**src/ccb_pkg.sv**
```systemverilog
// Purpose: shared constants and carriers for the clear/compare/complement/bcd unit
// Assumes: 32-bit apb, single core clock
// Notes: offsets are byte addresses
package ccb_pkg;
	localparam logic [7:0] OFS_CTRL = 8'h00;
	localparam logic [7:0] OFS_ACC = 8'h04;
	localparam logic [7:0] OFS_FLAGS = 8'h08;
	localparam logic [7:0] OFS_STAT = 8'h0C;
	localparam int FLG_CARRY = 0;
	localparam int FLG_AUX = 1;
	localparam int FLG_WRAP = 2;
	localparam int FLG_NEG = 3;
	localparam int FLG_ZERO = 4;
	localparam logic [4:0] RST_FLAGS = 5'h00;
	localparam logic [7:0] RST_ACC = 8'h00;
	localparam logic [7:0] ESC_BYTE = 8'hA5;
	// legacy one-byte opcodes
	localparam logic [7:0] OP_CLR_A = 8'hE4;
	localparam logic [7:0] OP_CLR_CY = 8'hC3;
	localparam logic [7:0] OP_CLR_B51 = 8'hC2;
	localparam logic [7:0] OP_CPL_A = 8'hF4;
	localparam logic [7:0] OP_CPL_CY = 8'hB3;
	localparam logic [7:0] OP_CPL_B51 = 8'hB2;
	localparam logic [7:0] OP_DADJ = 8'hD4;
	// extended opcodes
	localparam logic [7:0] OP_BITX = 8'hA9;
	localparam logic [3:0] SUB_CLR_BIT = 4'hC;
	localparam logic [3:0] SUB_CPL_BIT = 4'hB;
	localparam logic [7:0] OP_CMP_B = 8'hBC;
	localparam logic [7:0] OP_CMP_W = 8'hBD;
	localparam logic [7:0] OP_CMP_D = 8'hBF;
	localparam logic [7:0] OP_CMP_X = 8'hBE;
	localparam logic [7:0] BCD_LO_FIX = 8'h06;
	localparam logic [7:0] BCD_HI_FIX = 8'h60;
	localparam logic [3:0] BCD_MAX = 4'h9;
	localparam logic [3:0] PORT_BIT_EXTRA = 4'h2;
	localparam logic [3:0] PORT_DIR_EXTRA = 4'h1;
	localparam logic [3:0] BIN_EXTRA = 4'h1;
	typedef enum logic [1:0] {
		SZ_BYTE = 2'b00,
		SZ_WORD = 2'b01,
		SZ_DWORD = 2'b11
	} ccb_size_type;
	typedef struct packed {
		logic valid;
		logic [7:0] b0;
		logic [7:0] b1;
		logic [7:0] b2;
	} ccb_ins_type;
	typedef struct packed {
		logic [31:0] dst;
		logic [31:0] src;
		logic bit_val;
		logic on_port;
	} ccb_opnd_type;
	typedef struct packed {
		logic done;
		logic illegal;
		logic bit_we;
		logic bit_val;
		logic [3:0] states;
	} ccb_res_type;
endpackage

```
**src/ccb_exec.sv**
```systemverilog
// Purpose: decode and execute clear, compare, complement and decimal adjust
// Assumes: fetch stage and operand ports are on pclk; apb slave with no wait state
// Notes: one instruction per cycle; results land one edge after ins.valid
//
// Chosen here: register access over APB and the register offsets.
module ccb_exec
	import ccb_pkg::*;
(
	input wire logic pclk,
	input wire logic presetn,
	input wire logic psel,
	input wire logic penable,
	input wire logic pwrite,
	input wire logic [7:0] paddr,
	input wire logic [31:0] pwdata,
	output logic [31:0] prdata,
	output logic pready,
	output logic pslverr,
	input wire ccb_ins_type ins,
	input wire ccb_opnd_type opnd,
	output ccb_res_type res,
	output logic [7:0] acc,
	output logic [4:0] flags
);
	logic src_mode_ff;
	logic [7:0] acc_ff;
	logic [4:0] flg_ff;
	ccb_res_type res_ff;
	logic [31:0] prdata_ff;
	logic pready_ff;
	logic pslverr_ff;
	logic [7:0] nxt_acc;
	logic [4:0] nxt_flg;
	ccb_res_type nxt_res;

	// ---- apb decode ----
	wire logic setup_ph = psel & ~penable;
	wire logic access_ph = psel & penable & pready_ff;
	wire logic hit_ctrl = (paddr == OFS_CTRL);
	wire logic hit_acc = (paddr == OFS_ACC);
	wire logic hit_flg = (paddr == OFS_FLAGS);
	wire logic hit_stat = (paddr == OFS_STAT);
	wire logic hit_any = hit_ctrl | hit_acc | hit_flg | hit_stat;
	wire logic wr_acc = access_ph & pwrite & hit_acc;
	wire logic wr_flg = access_ph & pwrite & hit_flg;
	wire logic wr_ctrl = access_ph & pwrite & hit_ctrl;
	wire logic [31:0] rd_mux =
		hit_ctrl ? {31'h0, src_mode_ff} :
		hit_acc ? {24'h0, acc_ff} :
		hit_flg ? {27'h0, flg_ff} :
		hit_stat ? {24'h0, res_ff.illegal, res_ff.bit_we, res_ff.done, 1'b0, res_ff.states} :
		32'h0;

	// ---- opcode selection ----
	wire logic esc = (ins.b0 == ESC_BYTE);
	// binary mode: extended forms only behind the escape byte
	wire logic ext_ok = src_mode_ff ? ~esc : esc;
	wire logic [7:0] xop = src_mode_ff ? ins.b0 : ins.b1;
	wire logic [7:0] xsub = src_mode_ff ? ins.b1 : ins.b2;
	// short forms never look at the mode or a prefix
	wire logic [7:0] lop = ins.b0;
	wire logic [3:0] bin_add = src_mode_ff ? 4'h0 : BIN_EXTRA;
	wire logic [3:0] port_bit_add = opnd.on_port ? PORT_BIT_EXTRA : 4'h0;
	wire logic [3:0] port_dir_add = opnd.on_port ? PORT_DIR_EXTRA : 4'h0;

	// compare datapath
	wire logic [8:0] d8 = {1'b0, opnd.dst[7:0]} - {1'b0, opnd.src[7:0]};
	wire logic [16:0] d16 = {1'b0, opnd.dst[15:0]} - {1'b0, opnd.src[15:0]};
	wire logic [32:0] d32 = {1'b0, opnd.dst} - {1'b0, opnd.src};
	wire logic [4:0] dnib = {1'b0, opnd.dst[3:0]} - {1'b0, opnd.src[3:0]};
	wire logic v8 = (opnd.dst[7] ^ opnd.src[7]) & (d8[7] ^ opnd.dst[7]);
	wire logic v16 = (opnd.dst[15] ^ opnd.src[15]) & (d16[15] ^ opnd.dst[15]);
	wire logic v32 = (opnd.dst[31] ^ opnd.src[31]) & (d32[31] ^ opnd.dst[31]);

	// decimal adjust datapath
	wire logic lo_fix = (acc_ff[3:0] > BCD_MAX) | flg_ff[FLG_AUX];
	wire logic [8:0] da1 = {1'b0, acc_ff} + {1'b0, (lo_fix ? BCD_LO_FIX : 8'h00)};
	// a kept carry is never cleared by the low step
	wire logic da_c1 = flg_ff[FLG_CARRY] | da1[8];
	wire logic hi_fix = da_c1 | (da1[7:4] > BCD_MAX);
	wire logic [8:0] da2 = {1'b0, da1[7:0]} + {1'b0, (hi_fix ? BCD_HI_FIX : 8'h00)};

	// compare flag update for a chosen width
	function automatic logic [4:0] cmp_flags(input ccb_size_type sz, input logic [4:0] f,
		input logic [8:0] r8, input logic [16:0] r16, input logic [32:0] r32,
		input logic b3, input logic o8, input logic o16, input logic o32);
		logic [4:0] g;
		g = f;
		g[FLG_AUX] = b3;
		case (sz)
			SZ_BYTE: begin
				g[FLG_CARRY] = r8[8];
				g[FLG_WRAP] = o8;
				g[FLG_NEG] = r8[7];
				g[FLG_ZERO] = (r8[7:0] == 8'h00);
			end
			SZ_WORD: begin
				g[FLG_CARRY] = r16[16];
				g[FLG_WRAP] = o16;
				g[FLG_NEG] = r16[15];
				g[FLG_ZERO] = (r16[15:0] == 16'h0000);
			end
			default: begin
				g[FLG_CARRY] = r32[32];
				g[FLG_WRAP] = o32;
				g[FLG_NEG] = r32[31];
				g[FLG_ZERO] = (r32[31:0] == 32'h0000_0000);
			end
		endcase
		return g;
	endfunction

	// ---- execute ----
	always_comb begin
		ccb_size_type sz;
		logic is_cmp;
		logic [3:0] cst;
		sz = SZ_BYTE;
		is_cmp = 1'b0;
		cst = 4'h0;
		nxt_acc = acc_ff;
		nxt_flg = flg_ff;
		nxt_res = '0;
		nxt_res.done = ins.valid;
		if (ins.valid) begin
			case (lop)
				OP_CLR_A: begin
					nxt_acc = 8'h00;
					nxt_flg[FLG_NEG] = 1'b0;
					nxt_flg[FLG_ZERO] = 1'b1;
					nxt_res.states = 4'h1;
				end
				OP_CPL_A: begin
					nxt_acc = ~acc_ff;
					nxt_flg[FLG_NEG] = ~acc_ff[7];
					nxt_flg[FLG_ZERO] = (acc_ff == 8'hFF);
					nxt_res.states = 4'h1;
				end
				OP_DADJ: begin
					nxt_acc = da2[7:0];
					// signed wrap untouched here
					nxt_flg[FLG_CARRY] = da_c1 | da2[8];
					nxt_flg[FLG_NEG] = da2[7];
					nxt_flg[FLG_ZERO] = (da2[7:0] == 8'h00);
					nxt_res.states = 4'h1;
				end
				OP_CLR_CY: begin
					nxt_flg[FLG_CARRY] = 1'b0;
					nxt_res.states = 4'h1;
				end
				OP_CPL_CY: begin
					nxt_flg[FLG_CARRY] = ~flg_ff[FLG_CARRY];
					nxt_res.states = 4'h1;
				end
				OP_CLR_B51: begin
					nxt_res.bit_we = 1'b1;
					nxt_res.bit_val = 1'b0;
					nxt_res.states = 4'h2 + port_bit_add;
				end
				OP_CPL_B51: begin
					nxt_res.bit_we = 1'b1;
					nxt_res.bit_val = ~opnd.bit_val;
					nxt_res.states = 4'h2 + port_bit_add;
				end
				default: begin
					if (!ext_ok) begin
						nxt_res.illegal = 1'b1;
					end else begin
						case (xop)
							OP_BITX: begin
								if (xsub[7:4] == SUB_CLR_BIT && !xsub[3]) begin
									nxt_res.bit_we = 1'b1;
									nxt_res.bit_val = 1'b0;
									nxt_res.states = 4'h3 + bin_add + port_bit_add;
								end else if (xsub[7:4] == SUB_CPL_BIT && !xsub[3]) begin
									nxt_res.bit_we = 1'b1;
									nxt_res.bit_val = ~opnd.bit_val;
									nxt_res.states = 4'h3 + bin_add + port_bit_add;
								end else begin
									nxt_res.illegal = 1'b1;
								end
							end
							OP_CMP_B: begin
								is_cmp = 1'b1;
								cst = 4'h1;
							end
							OP_CMP_W: begin
								is_cmp = 1'b1;
								sz = SZ_WORD;
								cst = 4'h2;
							end
							OP_CMP_D: begin
								is_cmp = 1'b1;
								sz = SZ_DWORD;
								cst = 4'h4;
							end
							OP_CMP_X: begin
								is_cmp = 1'b1;
								case (xsub[3:0])
									4'h0: cst = 4'h2;
									4'h1: cst = 4'h2 + port_dir_add;
									4'h3: cst = 4'h2;
									4'h9: cst = 4'h2;
									4'hB: cst = 4'h3;
									4'h4: begin
										sz = SZ_WORD;
										cst = 4'h3;
									end
									4'h5, 4'h7: begin
										sz = SZ_WORD;
										cst = 4'h3;
									end
									4'h8, 4'hC: begin
										sz = SZ_DWORD;
										cst = 4'h5;
									end
									default: begin
										is_cmp = 1'b0;
										nxt_res.illegal = 1'b1;
									end
								endcase
							end
							default: nxt_res.illegal = 1'b1;
						endcase
						if (is_cmp) begin
							// result discarded, operands stay as they are
							nxt_flg = cmp_flags(sz, flg_ff, d8, d16, d32, dnib[4], v8, v16, v32);
							nxt_res.states = cst + bin_add;
						end
					end
				end
			endcase
		end
	end

	// ---- state ----
	// an executing instruction outranks a same-cycle apb write to acc or flags
	always_ff @(posedge pclk or negedge presetn) begin
		if (!presetn) begin
			acc_ff <= RST_ACC;
			flg_ff <= RST_FLAGS;
			res_ff <= '0;
		end else begin
			res_ff <= nxt_res;
			acc_ff <= (ins.valid || !wr_acc) ? nxt_acc : pwdata[7:0];
			flg_ff <= (ins.valid || !wr_flg) ? nxt_flg : pwdata[4:0];
		end
	end

	always_ff @(posedge pclk or negedge presetn) begin
		if (!presetn) begin
			src_mode_ff <= 1'b0;
		end else if (wr_ctrl) begin
			src_mode_ff <= pwdata[0];
		end
	end

	// ready rises in the access phase; no wait states
	always_ff @(posedge pclk or negedge presetn) begin
		if (!presetn) begin
			pready_ff <= 1'b0;
			pslverr_ff <= 1'b0;
			prdata_ff <= 32'h0000_0000;
		end else begin
			pready_ff <= setup_ph;
			pslverr_ff <= setup_ph & ~hit_any;
			prdata_ff <= setup_ph ? rd_mux : 32'h0000_0000;
		end
	end

	assign prdata = prdata_ff;
	assign pready = pready_ff;
	assign pslverr = pslverr_ff;
	assign res = res_ff;
	assign acc = acc_ff;
	assign flags = flg_ff;
endmodule

```
**config.mk**
```make
export PLATFORM = sky130hd
export DESIGN_NAME = ccb_exec
export DESIGN_NICKNAME = d
export VERILOG_FILES = /design/src/ccb_pkg.sv /design/src/ccb_exec.sv
export SDC_FILE = /design/constraint.sdc
export NUM_CORES = 1
export LEC_CHECK = 0
export ABC_AREA = 1
export BUFFER_PORTS_ARGS = -buffer_cell sky130_fd_sc_hd__buf_2
export CORE_UTILIZATION = 29
export CTS_BUF_LIST = sky130_fd_sc_hd__clkbuf_8 sky130_fd_sc_hd__clkbuf_16
export DETAILED_ROUTE_END_ITERATION = 10
export GPL_ROUTABILITY_DRIVEN = 0
export HOLD_SLACK_MARGIN = 0.05
export PLACE_DENSITY = 0.55
export SLEW_MARGIN = 20
export SYNTH_ARGS = -nofsm -noshare
export SYNTH_HDL_FRONTEND = slang
export SYNTH_SLANG_ARGS = --single-unit
```
**constraint.sdc**
```tcl
create_clock -name pclk -period 3.8 [get_ports pclk]
set_input_delay 0.19 -clock pclk [delete_from_list [all_inputs] [get_ports pclk]]
set_output_delay 0.19 -clock pclk [all_outputs]
set_load 0.02 [all_outputs]
```
Word level (Yosys, flattened, before mapping)
Cells that the tools add are included.
- add/sub/neg operators: 11
- $lt $le $gt $ge: 2
- equal/unequal tests: 41
- mux-type cells: 54
- bitwise operators: 31
- reduce and logical (&&, ||, !) cells: 29
- operators by type and width (cell ; number):
    $eq A8 B8 Y1 const B ; 14
    $mux W8 ; 9
    $sub A32 B32 Y33 ; 1
    $logic_not A32 Y1 ; 1
    $eq A4 B4 Y1 const B ; 6
    $logic_not A8 Y1 ; 3
    $mux W6 ; 4
    $pmux W8 S3 ; 1
    $mux W5 ; 4
    $sub A16 B16 Y17 ; 1
    $eq A8 B4 Y1 const B ; 2
    $logic_not A16 Y1 ; 1
    $mux W4 ; 4
    $pmux W4 S4 ; 1
    $mux W7 ; 2
    $eq A4 B3 Y1 const B ; 3
    $mux W1 ; 12
    $ne A2 B2 Y1 const B ; 6
    $pmux W2 S3 ; 2
    $pmux W3 S4 ; 1
    $reduce_and A4 Y1 ; 3
    $reduce_or A4 Y1 ; 3
    $and A1 B1 Y1 ; 11
    $mux W2 ; 5
    40 further kinds ; 68
- bits in registers: 32

Depth between registers and ports, before layout
- word-level depth: 15
- depth in mapped cells: 22
- gate-level depth less buffers: 22

Worst setup path before layout
Ideal clock, no wire load.
- path kind: flip-flop to flip-flop
- start point: register acc_ff[3], in the netlist acc[3]
- end point: register flg_ff[4], in the netlist flags[4]
- setup time: 0.065 ns
- arrival: 3.418 ns
- data required time: 3.735 ns
- slack: 0.317 ns
- stages on the path, launching flop included: 21
- buffers on the path: 1
- clock period less this slack: 3.483 ns
- cell sequence: dfrtp_1 > buf_2 > nand2_1 > nand3_1 > ha_1 > inv_1 > fa_1 > inv_1 > nand4_1 > xnor2_1 > o21ai_0 > nand2_1 > ha_1 > inv_1 > fa_1 > nand4_1 > nor4_1 > a221oi_1 > nand2_1 > nand2_1 > nand2_1
- cells in the longest elaborated chain, start to end: 12
- elaborated cells between the ends (all ways): 14
- classes of those cells: add/sub: 2; order compare: 2; eq/ne: 1; mux: 5; bitwise: 3; reduce/logical: 1
- RTL lines (what ; line ; source):
    start, declared ; ccb_exec.sv:26 ; logic [7:0] acc_ff;
    start signal, assigned ; ccb_exec.sv:245 ; acc_ff <= (ins.valid || !wr_acc) ? nxt_acc : pwdata[7:0];
    $gt A4 B4 Y1 ; ccb_exec.sv:76 ; wire logic lo_fix = (acc_ff[3:0] > BCD_MAX) | flg_ff[FLG_AUX];
    $or A1 B1 Y1 ; ccb_exec.sv:76 ;
    $mux W3 ; ccb_exec.sv:77 ; wire logic [8:0] da1 = {1'b0, acc_ff} + {1'b0, (lo_fix ? BCD_LO_FIX : 8'h00)};
    $add A8 B3 Y9 ; ccb_exec.sv:77 ;
    $gt A4 B4 Y1 / $or A1 B1 Y1 (equally long branches) ; ccb_exec.sv:80, ccb_exec.sv:79 ;
    $or A1 B1 Y1 ; ccb_exec.sv:80 ; wire logic hi_fix = da_c1 | (da1[7:4] > BCD_MAX);
    $mux W7 ; ccb_exec.sv:81 ; wire logic [8:0] da2 = {1'b0, da1[7:0]} + {1'b0, (hi_fix ? BCD_HI_FIX : 8'h00)};
    $add A8 B7 Y9 ; ccb_exec.sv:81 ;
    $logic_not A8 Y1 ; ccb_exec.sv:144 ; nxt_flg[FLG_ZERO] = (da2[7:0] == 8'h00);
    $pmux W2 S4 (*) ; ccb_exec.sv:126 ; case (lop)
    $mux W5 (*) ; ccb_exec.sv:125 ; if (ins.valid) begin
    $mux W5 (*) ; ccb_exec.sv:246 ; flg_ff <= (ins.valid || !wr_flg) ? nxt_flg : pwdata[4:0];
    end signal, assigned ; ccb_exec.sv:246 ;
    end, declared ; ccb_exec.sv:27 ; logic [4:0] flg_ff;
Mark *: on every way between the ends. The rest lies on a longest branch, timed or not. The select of a mux whose other input is x is not followed.
A chain may end at the register's enable or synchronous reset.

Final worst setup path
Same ends and word-level chain as after synthesis.

==> results.rst <==
.. list-table::
   :header-rows: 1

   * - Metric
     - Value
   * - Share of the cycle needed by the critical path after routing
     - 89.0%
   * - Clock sink count
     - 32
   * - Min Clock Period, post-route
     - ~3.4 ns
   * - Delay of the slowest critical-path stage
     - 0.50 ns
   * - Antenna-violating nets left
     - 0
   * - WHS
     - slightly above 0.08 ns
   * - Transition time at the pin with the least slew margin
     - a little under 0.8 ns
   * - Number of max-capacitance violations reported
     - 0
   * - Die Wd
     - around 140 µm
   * - Required arrival time at the worst endpoint
     - 4.02 ns
   * - Estimated wirelength of the detail-placed design
     - 15000 µm
   * - Maximum number of pins on one net before global-route repair
     - 33
   * - Worst max-slew margin expressed relative to the limit
     - 47.5%
   * - Portion of the post-synthesis area used by sequential elements
     - 14.2%
   * - Die span in y
     - 141 µm
   * - Effective utilization at floorplan
     - 29.9%
   * - Fraction of layout cells with a size suffix above 1
     - roughly 16%
   * - DR iter-0 viols
     - 327
   * - Wire length per cell
     - 12.1 µm
   * - Die area
     - 20000 µm²
   * - Overall global routing resource usage
     - 17.4%
   * - Routed vias
     - around 6300
   * - Layout overhead on the synthesized area
     - 19.4%
   * - Clock buffer count from CTS
     - 5
   * - Part of the power in combinational logic
     - 47.4%
   * - Count of mapped cells out of synthesis
     - between 1000 and 1500
   * - Post-route DRC violation count
     - 0
   * - Cell type of the slowest stage on the worst timing path
     - sky130_fd_sc_hd__fa_1
   * - Count of buffers from port buffering
     - 142
   * - Wire length of the first global-routing pass
     - 27900 µm
   * - Family with the most delay on the worst path
     - adder cells
   * - Cell area after layout
     - about 6700 µm²
   * - Number of different library cells in the post-synthesis netlist
     - 50
   * - Cell count of the worst hold path
     - 2
   * - Setup clock skew after layout
     - 0.00196 ns
   * - # diodes
     - 0
   * - Yosys reg bits
     - 32
   * - Worst Slack Setup Final
     - 0.419 ns
   * - Start point of the worst min-delay path
     - opnd[1]
   * - Crit path DAT
     - 3.60 ns
   * - CP endpoint kind
     - flop
   * - Grt total ovfl
     - 0
   * - Placement Cell Area
     - 6540 µm²
   * - Post-CTS setup-driven buffer insertion count
     - 0
   * - Boundary pin count
     - 191
   * - Critical register-to-register path startpoint
     - acc[3]
   * - Count of pins over their slew limit
     - 0
   * - Most frequent cell on the critical path
     - sky130_fd_sc_hd__nand2_1
   * - Register-to-Register Path Depth
     - 19
   * - Wirelength, routed
     - 17200 µm
   * - Static leakage
     - 4.16 nW
   * - Fillcell total
     - 2182
   * - Crit Path Max Fanout
     - 6
   * - Number of synthesized flops with an enable pin
     - 0
   * - Detailed-router iteration count before antenna repair
     - 6
   * - Setup slack after placement
     - between 0.3 and 0.4 ns
   * - Post-synthesis instance area
     - about 5600 µm²
   * - TritonCTS clock tree
     - done
   * - Buffer depth of the longest clock path
     - 2
   * - Number of global-route vias before repair
     - 5716
   * - Internal portion of total power
     - roughly 950 µW
   * - Share of synthesized flip-flops with an asynchronous set or reset
     - 100%
   * - CP Cell Sequence
     - nand2_1, nand3_1, ha_1, inv_1, fa_1, inv_1, nand4_1, xnor2_1, o21ai_0, nand2_1, ha_1, inv_1, fa_1, nand4_1, nor4_1, a221oi_1, nand2_1, nand2_1, nand2_1
   * - Start-to-end type of the worst setup path
     - reg2reg
   * - Sequential share of power
     - 25.1%
   * - Worst setup path startpoint
     - acc[3]
   * - Crit path buf inv count
     - 3
   * - CTS root buf
     - sky130_fd_sc_hd__clkbuf_16
   * - Final setup viols
     - 0
   * - Type of the worst min-delay path
     - in2reg
   * - Endpoint of the worst hold path
     - res[4]
   * - End-of-flow core utilization
     - 35.7%
   * - CTS HTree Levels
     - 2
   * - Switching power of the nets
     - ~690 µW
   * - Kind of start point of the critical path
     - flop
   * - Synthesized area per cell
     - 5.56 µm²
   * - Area of the core region
     - 18800 µm²
   * - Setup repair after global routing missed its margin
     - false
   * - Clock group share of total power
     - between 20 and 30%
   * - Sum Neg Setup Slack
     - 0 ns
   * - Most used flip-flop cell after synthesis
     - sky130_fd_sc_hd__dfrtp_1
   * - Achievable frequency
     - 296 MHz
   * - Via density per instance
     - 4.44
   * - Cell row count
     - 50
   * - Flop-to-flop setup slack
     - between 0.4 and 0.5 ns
   * - R2R Path End
     - flags[4]
   * - Power per cell area
     - ~240 nW/µm²
   * - Final layout net count
     - ~1300
   * - Outcome
     - finished clean
   * - Initial antenna violation count
     - 0
   * - VDD IR-drop max
     - 0.000159 V
   * - Total of warnings raised by yosys
     - 0
   * - Clock Pin Slew Worst Setup and Hold Paths
     - 0.05 ns
   * - Hold Fails Final Rpt
     - 0
   * - Switching part of the total power
     - 41.9%
   * - Clock latency on the worst-skew pair
     - 0.28 ns
==> cell type report <==
cell class	instances	area, µm²	share of cell area [%]
well taps	260	325	4.84
inverters	230	868	12.9
flip-flops and latches	32	802	11.9
repair buffers	145	736	11.0
clock inverters	3	38.8	0.577
multi-input cells	744	3820	56.9
clock buffers	5	125	1.86
==> cells in the final DEF, fill, tap and decap left out, types with 5 or more instances in the layout <==
| cell | instances |
|---|---|
| sky130_fd_sc_hd__conb_1 | 25 |
| sky130_fd_sc_hd__nand2_1 | 337 |
| sky130_fd_sc_hd__inv_1 | 227 |
| sky130_fd_sc_hd__xnor2_1 | 13 |
| sky130_fd_sc_hd__o22ai_1 | 5 |
| sky130_fd_sc_hd__o21ai_0 | 21 |
| sky130_fd_sc_hd__o21ai_1 | 5 |
| sky130_fd_sc_hd__clkbuf_16 | 5 |
| sky130_fd_sc_hd__nand2_2 | 10 |
| sky130_fd_sc_hd__nand4_1 | 17 |
| sky130_fd_sc_hd__nor2_1 | 89 |
| sky130_fd_sc_hd__buf_2 | 142 |
| sky130_fd_sc_hd__a21oi_1 | 39 |
| sky130_fd_sc_hd__o211ai_1 | 5 |
| sky130_fd_sc_hd__o21ai_2 | 6 |
| sky130_fd_sc_hd__ha_1 | 39 |
| sky130_fd_sc_hd__dfrtp_1 | 31 |
| sky130_fd_sc_hd__nor3_1 | 13 |
| sky130_fd_sc_hd__xor2_1 | 11 |
| sky130_fd_sc_hd__a31oi_1 | 6 |
| sky130_fd_sc_hd__nand3_1 | 61 |
==> timing repair <==
action,4_1_cts,5_1_grt
hold endpoints to repair,32,0
hold buffers,1,0
gates resized for setup,0,1
endpoints found under the setup margin,0,1
==> synthesized netlist by cell type, drive strengths merged (3+ instances only) <==
| library cell | n | area, µm² |
|---|---|---|
| a211oi | 3 | 22.5 |
| a21oi | 42 | 236 |
| a31oi | 6 | 37.5 |
| buf | 29 | 224 |
| dfrtp | 32 | 801 |
| fa | 3 | 60.1 |
| ha | 39 | 488 |
| inv | 230 | 868 |
| nand2 | 347 | 1330 |
| nand3 | 62 | 315 |
| nand4 | 18 | 119 |
| nor2 | 93 | 364 |
| nor3 | 15 | 91.3 |
| nor4 | 4 | 40.0 |
| o211ai | 5 | 37.5 |
| o21ai | 32 | 183 |
| o22ai | 5 | 31.3 |
| or2 | 4 | 25.0 |
| xnor2 | 13 | 114 |
| xor2 | 11 | 96.3 |
==> metrics by stage <==
step           instances  total power [mW]
2_1_floorplan       1035             0.955
3_3_place_gp        1410              1.19
3_5_place_dp        1410              1.19
4_1_cts             1419              1.64
5_1_grt             1419              1.77
6_report            1419              1.64
==> logic make-up (layout without fill, tap and decap cells) <==
group	Yosys count	count (layout)	synth area share, %
AOI/OAI and AO/OA	103	103	11.3
xor gates and xnor gates	24	24	3.74
adders and majority gates	42	42	9.74
buffers and inverters	259	383	19.4
DFF	32	32	14.2
muxes	1	1	0.178
other	1	25	0.0667
and+or+nand+nor	549	549	41.3
==> worst max path at each step <==
stage / endpoint / cells past startpoint / slack (ns)
3_3_place_gp: flags[4] / 19 / 0.44
4_1_cts: flags[4] / 19 / 0.34
2_1_floorplan: flags[4] / 20 / 0.32
6_report: flags[4] / 19 / 0.42
3_5_place_dp: flags[4] / 19 / 0.35
5_1_grt: flags[4] / 20 / 0.02
==> state kept, by name, indices dropped and copies added (netlist names) <==
register	cells
res	8
src_mode_ff	1
flags	5
acc	8
pslverr	1
prdata	8
pready	1
==> routing by layer <==
metal	share of wire [%]	routed length (µm)	vias up	track usage, %
met4	1.4	240	0	3.60
met2	46	7930	195	30.7
met5	0	0	-	0
met1	48	8250	2720	23.0
li1	-	-	3365	-
met3	4.6	797	16	1.35
==> power by group through the flow <==
stage	Combinational (mW)	Clock, mW	Sequential, mW
2_1_floorplan	0.525	0	0.429
3_3_place_gp	0.770	0	0.416
3_5_place_dp	0.774	0	0.417
4_1_cts	0.779	0.455	0.411
5_1_grt	0.882	0.474	0.415
6_report	0.777	0.450	0.412
No activity file was read; power rests on OpenSTA's default activity.
